==> src/uvc_pkg.sv <==
package uvc_pkg;

    // ------------------------------------------------------------
    // Geometry
    // ------------------------------------------------------------
    localparam int ADDR_W    = 17;
    localparam int DATA_W    = 8;
    localparam int ID_LINE   = 9;
    localparam int SEL_LINE  = 0;

    localparam logic [ADDR_W-1:0] ADDR_ZERO = 17'h0_0000;
    localparam logic [ADDR_W-1:0] ADDR_LAST = 17'h1_FFFF;
    localparam logic [DATA_W-1:0] ERASED    = 8'hFF;

    // ------------------------------------------------------------
    // Timing
    // ------------------------------------------------------------
    localparam int CLK_MHZ       = 250;
    localparam int PULSE_US      = 100;
    localparam int PULSE_CYC     = PULSE_US * CLK_MHZ;
    localparam int SETTLE_NS     = 20;
    localparam int SETTLE_CYC    = (SETTLE_NS * CLK_MHZ + 999) / 1000;
    localparam int ACCESS_NS     = 150;
    localparam int ACCESS_CYC    = (ACCESS_NS * CLK_MHZ + 999) / 1000;
    localparam int FLOAT_NS      = 50;
    localparam int FLOAT_CYC     = (FLOAT_NS * CLK_MHZ + 999) / 1000;
    localparam int MAX_PULSES    = 25;
    localparam int CNT_W         = 16;
    localparam int PCNT_W        = 5;

    // ------------------------------------------------------------
    // Commands and states
    // ------------------------------------------------------------
    typedef enum logic [1:0] {
        CMD_READ,
        CMD_PROGRAM,
        CMD_IDENT,
        CMD_VERIFY_ALL
    } uvc_cmd_e;

    typedef enum {
        ST_IDLE,
        ST_SETTLE,
        ST_PULSE,
        ST_VSETTLE,
        ST_SAMPLE,
        ST_FLOAT,
        ST_DONE
    } uvc_state_e;

    // Odd parity check of an identity byte, top bit is the parity bit
    function automatic logic odd_parity(input logic [DATA_W-1:0] b);
        return ^b;
    endfunction

endpackage : uvc_pkg
==> src/uvc_ctrl.sv <==
// What this block does
// Erased cells read one; programming only clears bits, so skip all-ones bytes.
// Drive the full byte and its address together while programming.
// Enter programming with high supply, strobe low and gate high.
// One 100 us low strobe pulse per try, after lines settle.
// On verify mismatch pulse again, give up after 25 pulses.
// Step through addresses, then re-read all at normal supply.
// Ganged parts share lines; only the selected part gets chip select.
// Verify with select and gate low, strobe high, high supply kept.
// Identify: id line at high voltage, others low, selector picks byte.
// Identity bytes carry odd parity, top data bit is parity.
// Data only appears with both select and gate low.
// Gate high with select low keeps outputs floating.
// Address access delay equals select access delay.
// Data valid one gate delay after gate falls, given earlier setup.
// Select high is standby, outputs float whatever the gate.
// Select decodes the device; gate is the common read strobe.
// Hold address and select, sample after access time, float before driving; a program retry drives data on the edge the gate rises.
module uvc_ctrl #(
    parameter int PULSE_CYCLES = uvc_pkg::PULSE_CYC
) (
    input  wire logic                        CLK_SYS_IN,
    input  wire logic                        RST_IN,
    input  wire logic                        START_IN,
    input  wire logic [1:0]                  CMD_IN,
    input  wire logic [uvc_pkg::ADDR_W-1:0]  ADDR_IN,
    input  wire logic [uvc_pkg::DATA_W-1:0]  WDATA_IN,
    input  wire logic [uvc_pkg::ADDR_W-1:0]  LAST_ADDR_IN,
    input  wire logic [uvc_pkg::DATA_W-1:0]  DATA_LINES_IN,
    output logic [uvc_pkg::ADDR_W-1:0]       ADDRESS_LINES_OUT,
    output logic [uvc_pkg::DATA_W-1:0]       DATA_LINES_OUT,
    output logic                             DATA_LINES_OE_N_OUT,
    output logic                             CHIP_SELECT_N_OUT,
    output logic                             OUTPUT_GATE_N_OUT,
    output logic                             PROGRAM_STROBE_N_OUT,
    output logic                             PROG_SUPPLY_OUT,
    output logic                             ID_HIGH_VOLT_OUT,
    output logic                             BUSY_OUT,
    output logic                             DONE_OUT,
    output logic                             FAIL_OUT,
    output logic                             PARITY_OK_OUT,
    output logic [uvc_pkg::DATA_W-1:0]       RDATA_OUT
);

    // ------------------------------------------------------------
    // State
    // ------------------------------------------------------------
    uvc_pkg::uvc_state_e         state_reg;
    uvc_pkg::uvc_cmd_e           cmd_reg;
    logic [uvc_pkg::CNT_W-1:0]   cnt_reg;
    logic [uvc_pkg::PCNT_W-1:0]  pulses_reg;
    logic [uvc_pkg::ADDR_W-1:0]  last_reg;
    logic [uvc_pkg::DATA_W-1:0]  wdata_reg;

    logic                        cnt_zero;
    logic                        match;
    logic                        at_last;
    localparam logic [uvc_pkg::CNT_W-1:0] PULSE_LOAD = uvc_pkg::CNT_W'(PULSE_CYCLES - 1);
    localparam logic [uvc_pkg::CNT_W-1:0] SETTLE_LOAD = uvc_pkg::CNT_W'(uvc_pkg::SETTLE_CYC - 1);
    localparam logic [uvc_pkg::CNT_W-1:0] ACCESS_LOAD = uvc_pkg::CNT_W'(uvc_pkg::ACCESS_CYC - 1);
    localparam logic [uvc_pkg::CNT_W-1:0] FLOAT_LOAD = uvc_pkg::CNT_W'(uvc_pkg::FLOAT_CYC - 1);
    localparam logic [uvc_pkg::PCNT_W-1:0] PULSE_MAX = uvc_pkg::PCNT_W'(uvc_pkg::MAX_PULSES);

    assign cnt_zero = (cnt_reg == '0);
    assign match    = (DATA_LINES_IN == wdata_reg);
    assign at_last  = (ADDRESS_LINES_OUT == last_reg);

    // ------------------------------------------------------------
    // Sequencer
    // ------------------------------------------------------------
    always_ff @(posedge CLK_SYS_IN or posedge RST_IN) begin
        if (RST_IN) begin
            state_reg  <= uvc_pkg::ST_IDLE;
            cmd_reg    <= uvc_pkg::CMD_READ;
            cnt_reg    <= '0;
            pulses_reg <= '0;
            last_reg   <= uvc_pkg::ADDR_ZERO;
            wdata_reg  <= uvc_pkg::ERASED;
        end else begin
            if (!cnt_zero) begin
                cnt_reg <= cnt_reg - 1'b1;
            end
            unique case (state_reg)
                uvc_pkg::ST_IDLE: begin
                    if (START_IN) begin
                        cmd_reg    <= uvc_pkg::uvc_cmd_e'(CMD_IN);
                        wdata_reg  <= WDATA_IN;
                        last_reg   <= LAST_ADDR_IN;
                        pulses_reg <= '0;
                        if (uvc_pkg::uvc_cmd_e'(CMD_IN) == uvc_pkg::CMD_PROGRAM) begin
                            // Nothing to clear in an all-ones byte
                            if (WDATA_IN == uvc_pkg::ERASED) begin
                                state_reg <= uvc_pkg::ST_DONE;
                            end else begin
                                cnt_reg   <= SETTLE_LOAD;
                                state_reg <= uvc_pkg::ST_SETTLE;
                            end
                        end else begin
                            cnt_reg   <= ACCESS_LOAD;
                            state_reg <= uvc_pkg::ST_SAMPLE;
                        end
                    end
                end
                uvc_pkg::ST_SETTLE: begin
                    if (cnt_zero) begin
                        cnt_reg    <= PULSE_LOAD;
                        pulses_reg <= pulses_reg + 1'b1;
                        state_reg  <= uvc_pkg::ST_PULSE;
                    end
                end
                uvc_pkg::ST_PULSE: begin
                    if (cnt_zero) begin
                        cnt_reg   <= FLOAT_LOAD;
                        state_reg <= uvc_pkg::ST_VSETTLE;
                    end
                end
                uvc_pkg::ST_VSETTLE: begin
                    // Wait for our drivers to release before the part drives back
                    if (cnt_zero) begin
                        cnt_reg   <= ACCESS_LOAD;
                        state_reg <= uvc_pkg::ST_SAMPLE;
                    end
                end
                uvc_pkg::ST_SAMPLE: begin
                    if (cnt_zero) begin
                        cnt_reg <= FLOAT_LOAD;
                        if (cmd_reg == uvc_pkg::CMD_PROGRAM && !match) begin
                            if (pulses_reg == PULSE_MAX) begin
                                state_reg <= uvc_pkg::ST_DONE;
                            end else begin
                                cnt_reg   <= SETTLE_LOAD;
                                state_reg <= uvc_pkg::ST_SETTLE;
                            end
                        end else begin
                            state_reg <= uvc_pkg::ST_FLOAT;
                        end
                    end
                end
                uvc_pkg::ST_FLOAT: begin
                    if (cnt_zero) begin
                        if (cmd_reg == uvc_pkg::CMD_VERIFY_ALL && !at_last) begin
                            cnt_reg   <= ACCESS_LOAD;
                            state_reg <= uvc_pkg::ST_SAMPLE;
                        end else begin
                            state_reg <= uvc_pkg::ST_DONE;
                        end
                    end
                end
                uvc_pkg::ST_DONE: begin
                    state_reg <= uvc_pkg::ST_IDLE;
                end
            endcase
        end
    end

    // ------------------------------------------------------------
    // Address and data pins
    // ------------------------------------------------------------
    always_ff @(posedge CLK_SYS_IN or posedge RST_IN) begin
        if (RST_IN) begin
            ADDRESS_LINES_OUT   <= uvc_pkg::ADDR_ZERO;
            DATA_LINES_OUT      <= uvc_pkg::ERASED;
            DATA_LINES_OE_N_OUT <= 1'b1;
        end else begin
            if (state_reg == uvc_pkg::ST_IDLE && START_IN) begin
                if (uvc_pkg::uvc_cmd_e'(CMD_IN) == uvc_pkg::CMD_IDENT) begin
                    ADDRESS_LINES_OUT <= uvc_pkg::ADDR_ZERO;
                    ADDRESS_LINES_OUT[uvc_pkg::SEL_LINE] <= ADDR_IN[uvc_pkg::SEL_LINE];
                end else if (uvc_pkg::uvc_cmd_e'(CMD_IN) == uvc_pkg::CMD_VERIFY_ALL) begin
                    ADDRESS_LINES_OUT <= uvc_pkg::ADDR_ZERO;
                end else begin
                    ADDRESS_LINES_OUT <= ADDR_IN;
                end
            end else if (state_reg == uvc_pkg::ST_FLOAT && cnt_zero &&
                         cmd_reg == uvc_pkg::CMD_VERIFY_ALL && !at_last) begin
                ADDRESS_LINES_OUT <= ADDRESS_LINES_OUT + 1'b1;
            end
            DATA_LINES_OUT <= wdata_reg;
            // Drive only while the part's gate is high
            DATA_LINES_OE_N_OUT <= !(state_reg == uvc_pkg::ST_SETTLE ||
                                     state_reg == uvc_pkg::ST_PULSE);
        end
    end

    // ------------------------------------------------------------
    // Control pins
    // ------------------------------------------------------------
    always_ff @(posedge CLK_SYS_IN or posedge RST_IN) begin
        if (RST_IN) begin
            CHIP_SELECT_N_OUT    <= 1'b1;
            OUTPUT_GATE_N_OUT    <= 1'b1;
            PROGRAM_STROBE_N_OUT <= 1'b1;
            PROG_SUPPLY_OUT      <= 1'b0;
            ID_HIGH_VOLT_OUT     <= 1'b0;
        end else begin
            // Standby between commands
            CHIP_SELECT_N_OUT <= (state_reg == uvc_pkg::ST_IDLE ||
                                  state_reg == uvc_pkg::ST_DONE);
            OUTPUT_GATE_N_OUT <= !(state_reg == uvc_pkg::ST_SAMPLE);
            // Low from the settle end for exactly PULSE_CYCLES edges, so data holds a cycle after
            PROGRAM_STROBE_N_OUT <= !((state_reg == uvc_pkg::ST_PULSE && !cnt_zero) ||
                                      (state_reg == uvc_pkg::ST_SETTLE && cnt_zero));
            PROG_SUPPLY_OUT <= (cmd_reg == uvc_pkg::CMD_PROGRAM) &&
                               (state_reg != uvc_pkg::ST_IDLE) &&
                               (state_reg != uvc_pkg::ST_DONE);
            ID_HIGH_VOLT_OUT <= (cmd_reg == uvc_pkg::CMD_IDENT) &&
                                (state_reg == uvc_pkg::ST_SAMPLE ||
                                 state_reg == uvc_pkg::ST_FLOAT);
        end
    end

    // ------------------------------------------------------------
    // Results
    // ------------------------------------------------------------
    always_ff @(posedge CLK_SYS_IN or posedge RST_IN) begin
        if (RST_IN) begin
            BUSY_OUT      <= 1'b0;
            DONE_OUT      <= 1'b0;
            FAIL_OUT      <= 1'b0;
            PARITY_OK_OUT <= 1'b0;
            RDATA_OUT     <= uvc_pkg::ERASED;
        end else begin
            BUSY_OUT <= (state_reg != uvc_pkg::ST_IDLE) || START_IN;
            DONE_OUT <= (state_reg == uvc_pkg::ST_DONE);
            if (state_reg == uvc_pkg::ST_IDLE && START_IN) begin
                FAIL_OUT <= 1'b0;
            end else if (state_reg == uvc_pkg::ST_SAMPLE && cnt_zero &&
                         cmd_reg != uvc_pkg::CMD_READ && cmd_reg != uvc_pkg::CMD_IDENT &&
                         !match) begin
                FAIL_OUT <= (cmd_reg == uvc_pkg::CMD_VERIFY_ALL) ||
                            (pulses_reg == PULSE_MAX);
            end
            if (state_reg == uvc_pkg::ST_SAMPLE && cnt_zero) begin
                RDATA_OUT     <= DATA_LINES_IN;
                PARITY_OK_OUT <= uvc_pkg::odd_parity(DATA_LINES_IN);
            end
        end
    end

    // ------------------------------------------------------------
    // Checks
    // ------------------------------------------------------------
    pulse_width_a: assert property (@(posedge CLK_SYS_IN) disable iff (RST_IN)
        $fell(PROGRAM_STROBE_N_OUT) |-> !PROGRAM_STROBE_N_OUT [*8])
        else $error("program strobe pulse too short");
    strobe_gate_a: assert property (@(posedge CLK_SYS_IN) disable iff (RST_IN)
        !PROGRAM_STROBE_N_OUT |-> OUTPUT_GATE_N_OUT && PROG_SUPPLY_OUT)
        else $error("strobe low without gate high and high supply");
    no_contend_a: assert property (@(posedge CLK_SYS_IN) disable iff (RST_IN)
        !DATA_LINES_OE_N_OUT |-> OUTPUT_GATE_N_OUT)
        else $error("bus driven while part may drive");
    data_stable_a: assert property (@(posedge CLK_SYS_IN) disable iff (RST_IN)
        !PROGRAM_STROBE_N_OUT |-> $stable(ADDRESS_LINES_OUT) && !DATA_LINES_OE_N_OUT)
        else $error("address or data moved during pulse");
    pulse_limit_a: assert property (@(posedge CLK_SYS_IN) disable iff (RST_IN)
        pulses_reg <= PULSE_MAX)
        else $error("too many pulses");
    id_address_a: assert property (@(posedge CLK_SYS_IN) disable iff (RST_IN)
        ID_HIGH_VOLT_OUT |-> (ADDRESS_LINES_OUT[uvc_pkg::ADDR_W-1:1] == '0))
        else $error("identify with other address lines high");
    select_idle_a: assert property (@(posedge CLK_SYS_IN) disable iff (RST_IN)
        (state_reg == uvc_pkg::ST_IDLE) [*2] |-> CHIP_SELECT_N_OUT)
        else $error("select held while idle");
    sample_late_a: assert property (@(posedge CLK_SYS_IN) disable iff (RST_IN)
        $fell(OUTPUT_GATE_N_OUT) |-> !OUTPUT_GATE_N_OUT [*8])
        else $error("gate released before access time");

    prog_pass_c: cover property (@(posedge CLK_SYS_IN) disable iff (RST_IN)
        cmd_reg == uvc_pkg::CMD_PROGRAM && DONE_OUT && !FAIL_OUT);
    prog_retry_c: cover property (@(posedge CLK_SYS_IN) disable iff (RST_IN)
        pulses_reg == 5'd2);
    ident_c: cover property (@(posedge CLK_SYS_IN) disable iff (RST_IN)
        ID_HIGH_VOLT_OUT && !OUTPUT_GATE_N_OUT);
    verify_step_c: cover property (@(posedge CLK_SYS_IN) disable iff (RST_IN)
        cmd_reg == uvc_pkg::CMD_VERIFY_ALL && $changed(ADDRESS_LINES_OUT));

endmodule // uvc_ctrl

==> config.mk <==
export PLATFORM = sky130hd
export DESIGN_NAME = uvc_ctrl
export DESIGN_NICKNAME = d
export VERILOG_FILES = /design/src/uvc_pkg.sv /design/src/uvc_ctrl.sv
export SDC_FILE = /design/constraint.sdc
export NUM_CORES = 1
export LEC_CHECK = 0
export ABC_AREA = 1
export BUFFER_PORTS_ARGS = -buffer_cell sky130_fd_sc_hd__buf_2
export CORE_ASPECT_RATIO = 0.75
export CORE_MARGIN = 2
export CORE_UTILIZATION = 60
export DETAILED_ROUTE_END_ITERATION = 6
export PLACE_DENSITY = 0.92
export SLEW_MARGIN = 5
export SYNTH_ARGS = -nofsm -noshare
export SYNTH_HDL_FRONTEND = slang
export SYNTH_SLANG_ARGS = --single-unit
==> constraint.sdc <==
create_clock -name CLK_SYS_IN -period 4.58 [get_ports CLK_SYS_IN]
set_input_delay 0 -clock CLK_SYS_IN [delete_from_list [all_inputs] [get_ports CLK_SYS_IN]]
set_output_delay 0 -clock CLK_SYS_IN [all_outputs]
set_load 0.02 [all_outputs]
==> results of run 1 <==
## synthesized netlist by cell type, types with 4 or more instances
| library cell | instances |
|---|---|
| buf_2 | 4 |
| dfstp_2 | 28 |
| clkbuf_1 | 4 |
| a22oi_1 | 4 |
| xnor2_1 | 22 |
| nor3_1 | 17 |
| xor2_1 | 19 |
| inv_2 | 5 |
| ha_1 | 6 |
| a21oi_1 | 20 |
| nand2_1 | 227 |
| nand4_1 | 10 |
| inv_1 | 77 |
| buf_4 | 5 |
| nor2_2 | 5 |
| nand3_1 | 31 |
| mux2_2 | 10 |
| o21ai_0 | 46 |
| dfrtp_1 | 66 |
| nor2_1 | 59 |
| o21ai_2 | 6 |
## power by group through the flow
stage          combinational, mW  clock (mW)  sequential [mW]
6_report                   0.214       0.729            0.900
4_1_cts                    0.208       0.734            0.896
5_1_grt                    0.234       0.768            0.902
2_1_floorplan             0.0856           0            0.926
3_5_place_dp               0.175           0            0.911
3_3_place_gp               0.168           0            0.909
## per-layer routing
| metal | wire, µm | vias up | part of all wire (%) | track usage, % |
|---|---|---|---|---|
| met5 | 0 | - | 0 | 0 |
| met3 | 1770 | 90 | 11 | 9.12 |
| met1 | 6320 | 2604 | 40 | 43.3 |
| li1 | - | 2488 | - | - |
| met2 | 7200 | 403 | 45 | 55.1 |
| met4 | 679 | 0 | 4.3 | 15.6 |
## stage by stage
| stage | hold WS [ps] | cell area, µm² | cells |
|---|---|---|---|
| 3_5_place_dp | 207 | 5940 | 890 |
| 4_1_cts | 6.12 | 6710 | 953 |
| 6_report | 14.7 | 6710 | 953 |
| 5_1_grt | 26.6 | 6710 | 953 |
| 2_1_floorplan | 96.2 | 5390 | 697 |
| 3_3_place_gp | 203 | 5940 | 890 |
## cell type report
cell class | count | share of cell area [%]
Timing Repair Buffer | 146 | 14.5
Tap cell | 108 | 2.02
Clock inverter | 7 | 1.01
Sequential cell | 94 | 35.6
Inverter | 83 | 4.70
Multi-Input combinational cell | 506 | 38.8
Clock buffer | 9 | 3.36
## worst min-delay path by stage
stage,to,slack (ps),depth (start not counted)
after floorplan,wdata_reg[1]$_DFFE_PP1P_,100,2
after global placement,last_reg[5]$_DFFE_PP0P_,200,3
after detailed placement,last_reg[3]$_DFFE_PP0P_,210,3
after CTS,ADDRESS_LINES_OUT[4]$_DFFE_PP0P_,6,3
after global routing,BUSY_OUT$_DFF_PP0_,30,3
final,ADDRESS_LINES_OUT[12]$_DFFE_PP0P_,10,5
## worst max-delay path: cells and delay by family, from the launching register on
family	cells	cell delay, ps
compound gates	1	120
fa+ha+maj	1	250
buf+inv	2	250
flops	1	390
simple gates	7	1130
## logic make-up (layout without fill, tap and decap cells)
kind of cell	Yosys count	count (layout)	synth area share, %
buffers and inverters	97	245	7.39
adder cells (fa/ha/maj)	6	6	1.39
AND/OR/NAND/NOR	367	367	29.6
AO/OA/AOI/OAI	82	82	8.57
flip-flops	94	94	44.3
multiplexers	10	10	2.09
XOR/XNOR	41	41	6.67
==> impl_metrics.ini, run 1 <==
[timing]
finalSetupViolCount = 0
worst_pin_slew_ps = 973
maxSlewHeadroom_pct = 35.1
rsz0062_at_grt = false
setup_ws_ps = 2280
finalSetupTns_ps = 0
hold_viol_final = 0
min_period_ps = 2300
fmax_mhz = 435
drv_slew = 0
finClkSkew_ps = 10.7
period_share_pct = 50.1

[logic_synthesis]
ys_ff_latch = 94
synth_area_um2 = 5390
yosysTopAreaCellShare_pct = 30.7
synthDistinctLibCells = 38
yosysWarnings = 0
synth-edff-count = 0
yosys_most_used_dff = dfrtp_1
synth_area_leaders = dfrtp_1, nand2_1, dfstp_2, inv_1, o21ai_0
yosysSeqAreaShare_pct = 44.3
syn-num-nets = 758
synthArstFlopShare_pct = 100
synth_top_cell_by_area = dfrtp_1
postSynthCellCount = 697
avgSynthCellArea_um2 = 7.73

[route]
wl_per_cell_um = 16.8
drt_iter0_markers = 760
routed_wl_um = 16000
detail-route-antenna-nets = 0
vias = 5585
vias_per_cell = 5.86
dr.pass1.iters = 7
drc = 0

[grt]
antenna_found_initial = 0
grt_pass1_wl_um = 26200
track_usage_pct = 34.1
overflow = 0
grt_max_degree = 58
grt_pass1_vias = 5464

[power]
p_per_area_nw_per_um2 = 275
power_leakage_nw = 3.41
p_int_mw = 1.35
ir_worst_vdd_uv = 224
power_switching_mw = 0.495
pwr-share-clk_pct = 39.6
p_seq_share_pct = 48.9
power_mw = 1.84
swShare_pct = 26.9
comb_power_share_pct = 11.6

[floorplanning]
die-area_um2 = 9760
start_util_pct = 62.6
coreArea_um2 = 8600
die-width_um = 113
io_pins = 98
die_h_um = 86.1
fp-row-count = 29

[cells_and_area]
drive_gt1_share_pct = 21.8
nFillCells = 552
mostFrequentLayoutCell = nand2_1
syn_to_final_growth_pct = 24.5
seqCellArea_um2 = 2390
final_cell_mix = nand2_1, buf_2, inv_1
antenna_cells = 0
multiInputGateArea_um2 = 2600
nNetsFinal = 901
final_core_util_pct = 78.0

[min_path]
min-delay-start = ADDR_IN[12]
hp-class = input pin to flop

[clocking]
cts_resized = 0
cts.clk_slew.worst_paths_ps = 70
htreeDepth = 3
numCtsBuffers = 9
cts_tree = built
cts_buffer_depth = 2
cts_setup_buffers = 0
clkSinkCount = 94
cts_root_buffer = clkbuf_16
worstSkewPairLatency_ps = 350
cts_hold_buf = 47

[placement]
numPortBuffers = 97
gp_congestion = 0.940
preCtsSetupSlack_ps = 2350
dp_hpwl_um = 10400

[setup_path]
required_ps = 4790
cp_slowest_cell = dfrtp_1
start_kind = flop
slowest_delay_ps = 390
rr_worst_depth = 11
path_cells = inv_1 > ha_1 > nand3_4 > nor2_4 > nand3b_4 > nor2_4 > nand3_4 > nand2_8 > inv_4 > nand2_1 > o21ai_0
r2r_setup_slack_ps = 2280
crit_fanout = 19
crit_path_end = ADDRESS_LINES_OUT[10]$_DFFE_PP0P_
cp-startpoint = cnt_reg[0]$_DFF_PP0_
critPathKind = flop to flop
r2r-end = ADDRESS_LINES_OUT[10]$_DFFE_PP0P_
endpoint_kind = flop
arrival_ps = 2510
r2r_start = cnt_reg[0]$_DFF_PP0_

[job]
cap_viol_max_count = 0

[outcome]
status = finished clean
(Power assumes the default switching activity.)
==> run 2, diff against run 1 <==
--- a/config.mk
+++ b/config.mk
@@ -9,9 +9,9 @@
 export BUFFER_PORTS_ARGS = -buffer_cell sky130_fd_sc_hd__buf_2
 export CORE_ASPECT_RATIO = 0.75
 export CORE_MARGIN = 2
-export CORE_UTILIZATION = 60
+export CORE_UTILIZATION = 51
 export DETAILED_ROUTE_END_ITERATION = 6
-export PLACE_DENSITY = 0.92
+export PLACE_DENSITY = 0.84
 export SLEW_MARGIN = 5
 export SYNTH_ARGS = -nofsm -noshare
 export SYNTH_HDL_FRONTEND = slang
==> constraint.sdc (replaced) <==
create_clock -name CLK_SYS_IN -period 2.01 [get_ports CLK_SYS_IN]
set_input_delay 0 -clock CLK_SYS_IN [delete_from_list [all_inputs] [get_ports CLK_SYS_IN]]
set_output_delay 0 -clock CLK_SYS_IN [all_outputs]
set_load 0.02 [all_outputs]
==> run 2 against run 1 <==
Effect of this change:
- die area grew 17%
- via count down 4.0%
- combinational power up 130%
- critical path depth increased by 1
- sequential power rose by 130%
- register-to-register slack worse by 2200 ps
- critical path type unchanged
- largest power group unchanged
- highest routed layer unchanged
==> impl_metrics.ini, run 2 (synthesis gave the netlist of run 1 again) <==
[outcome]
status = finished clean

[floorplanning]
die-area_um2 = 11400
fp-row-count = 32
die-width_um = 123
io_pins = 98
die_h_um = 93
coreArea_um2 = 10300
start_util_pct = 52.3

[setup_path]
endpoint_kind = flop
crit_fanout = 6
arrival_ps = 2160
required_ps = 2250
start_kind = flop
critPathKind = flop to flop

[grt]
track_usage_pct = 27.5
gr-usage-met1_pct = 38.1
gr-max-usage-layer = met2
grt_pass1_wl_um = 24400
use_met3_pct = 5.79
antenna_found_initial = 0
met2_usage_pct = 42.0
grt_pass1_vias = 5155
overflow = 0
grt_max_degree = 95

[power]
pwr-share-clk_pct = 39.3
power_leakage_nw = 3.52
p_per_area_nw_per_um2 = 596
ir_worst_vdd_uv = 487
comb_power_share_pct = 11.7
power_mw = 4.17
swShare_pct = 25.7
p_seq_share_pct = 49.0
p_int_mw = 3.10
power_switching_mw = 1.07

[placement]
preCtsSetupSlack_ps = 1.29
numPortBuffers = 97
gp_congestion = 0.956
dpl_cell_area_um2 = 6150
dp_hpwl_um = 10400

[clocking]
htreeDepth = 3
numCtsBuffers = 9
cts_buffer_depth = 2
clkSinkCount = 94
cts.clk_slew.worst_paths_ps = 70
cts_root_buffer = clkbuf_16
cts_tree = built
worstSkewPairLatency_ps = 350

[route]
dr.pass1.iters = 6
vias = 5364
detail-route-antenna-nets = 0
drt_iter0_markers = 517
drc = 0
routed_wl_um = 15100
vias_per_cell = 5.35
wl_per_cell_um = 15.1

[cells_and_area]
final_cell_mix = nand2_1, buf_2, inv_1
nNetsFinal = 923
antenna_cells = 0
drive_gt1_share_pct = 24.6
mostFrequentLayoutCell = nand2_1
syn_to_final_growth_pct = 30.0
fin_area_um2 = 7000

[min_path]
hp-class = input pin to flop

[timing]
rsz0062_at_grt = false
min_period_ps = 1910
maxSlewHeadroom_pct = 64.4
hold_viol_final = 0
period_share_pct = 95.1
fmax_mhz = 523
fin_hold_ws_ps = 26.1
drv_slew = 0
setup_ws_ps = 98.8
finalSetupTns_ps = 0
finalSetupViolCount = 0
finClkSkew_ps = 10.4
worst_pin_slew_ps = 530

[job]
cap_viol_max_count = 0
## run 2: cell count changes in the layout (fill, tap and decap cells not counted), sizes merged
| cell | delta |
|---|---|
| buf | +20 |
| clkbuf | +2 |
| clkinv | -2 |
| clkinvlp | +1 |
| dlygate4sd3 | +2 |
| inv | -1 |
## run 2: final timing paths
check,start,end,slack [ps],depth (start not counted)
setup reg to reg,ADDRESS_LINES_OUT[0]$_DFFE_PP0P_,ADDRESS_LINES_OUT[14]$_DFFE_PP0P_,100,12
max in group asynchronous,RST_IN,DATA_LINES_OE_N_OUT$_DFF_PP1_,1290,4
setup / recovery,ADDRESS_LINES_OUT[0]$_DFFE_PP0P_,ADDRESS_LINES_OUT[14]$_DFFE_PP0P_,100,12
hold reg to reg,wdata_reg[0]$_DFFE_PP1P_,DATA_LINES_OUT[0]$_DFF_PP1_,380,0
min in group asynchronous,RST_IN,last_reg[13]$_DFFE_PP0P_,330,4
hold / removal,ADDR_IN[12],ADDRESS_LINES_OUT[12]$_DFFE_PP0P_,30,5
## run 2: final cells by class
class	count	area, µm²
fillers	785	3290
inverters	83	318
repair buffers	168	1210
flip-flops and latches	94	2390
well taps	136	170
clock inverters	5	42.5
clock buffers	11	243
multi-input cells	506	2630
## run 2: power groups by stage
stage | combinational (mW) | sequential (mW) | clock [mW]
finish | 0.489 | 2.05 | 1.64
global route | 0.541 | 2.05 | 1.74
CTS | 0.481 | 2.04 | 1.67
detailed placement | 0.406 | 2.07 | 0
global placement | 0.394 | 2.07 | 0
floorplan | 0.196 | 2.11 | 0
## run 2: critical path, cell delays in order (launching register included)
cell and delay (ps):
dfrtp_2 450, ha_1 200, nand2_1 70, inv_1 70
nand3_1 110, nor2_1 230, nand3_2 150, nor2_1 130
nand2_1 70, nand3_1 110, nand2_1 80, nand2_1 70
nand2_1 50
## run 2: layer usage
metal,vias up,wire length (µm)
met5,-,0
met4,0,495
met3,62,1320
met2,278,6700
met1,2480,6600
li1,2544,-
## run 2: metrics by stage
stage,instances,util (%)
2_1_floorplan,697,-
3_3_place_gp,934,59.8
3_5_place_dp,934,59.8
4_1_cts,999,67.3
5_1_grt,1003,68.1
6_report,1003,68.1
## run 2: timing repair
item	4_1_cts	5_1_grt
endpoints found under the hold margin	114	0
setup endpoints to repair	0	31
buffers inserted	0	4
resized for setup	0	13
hold buffers	49	0
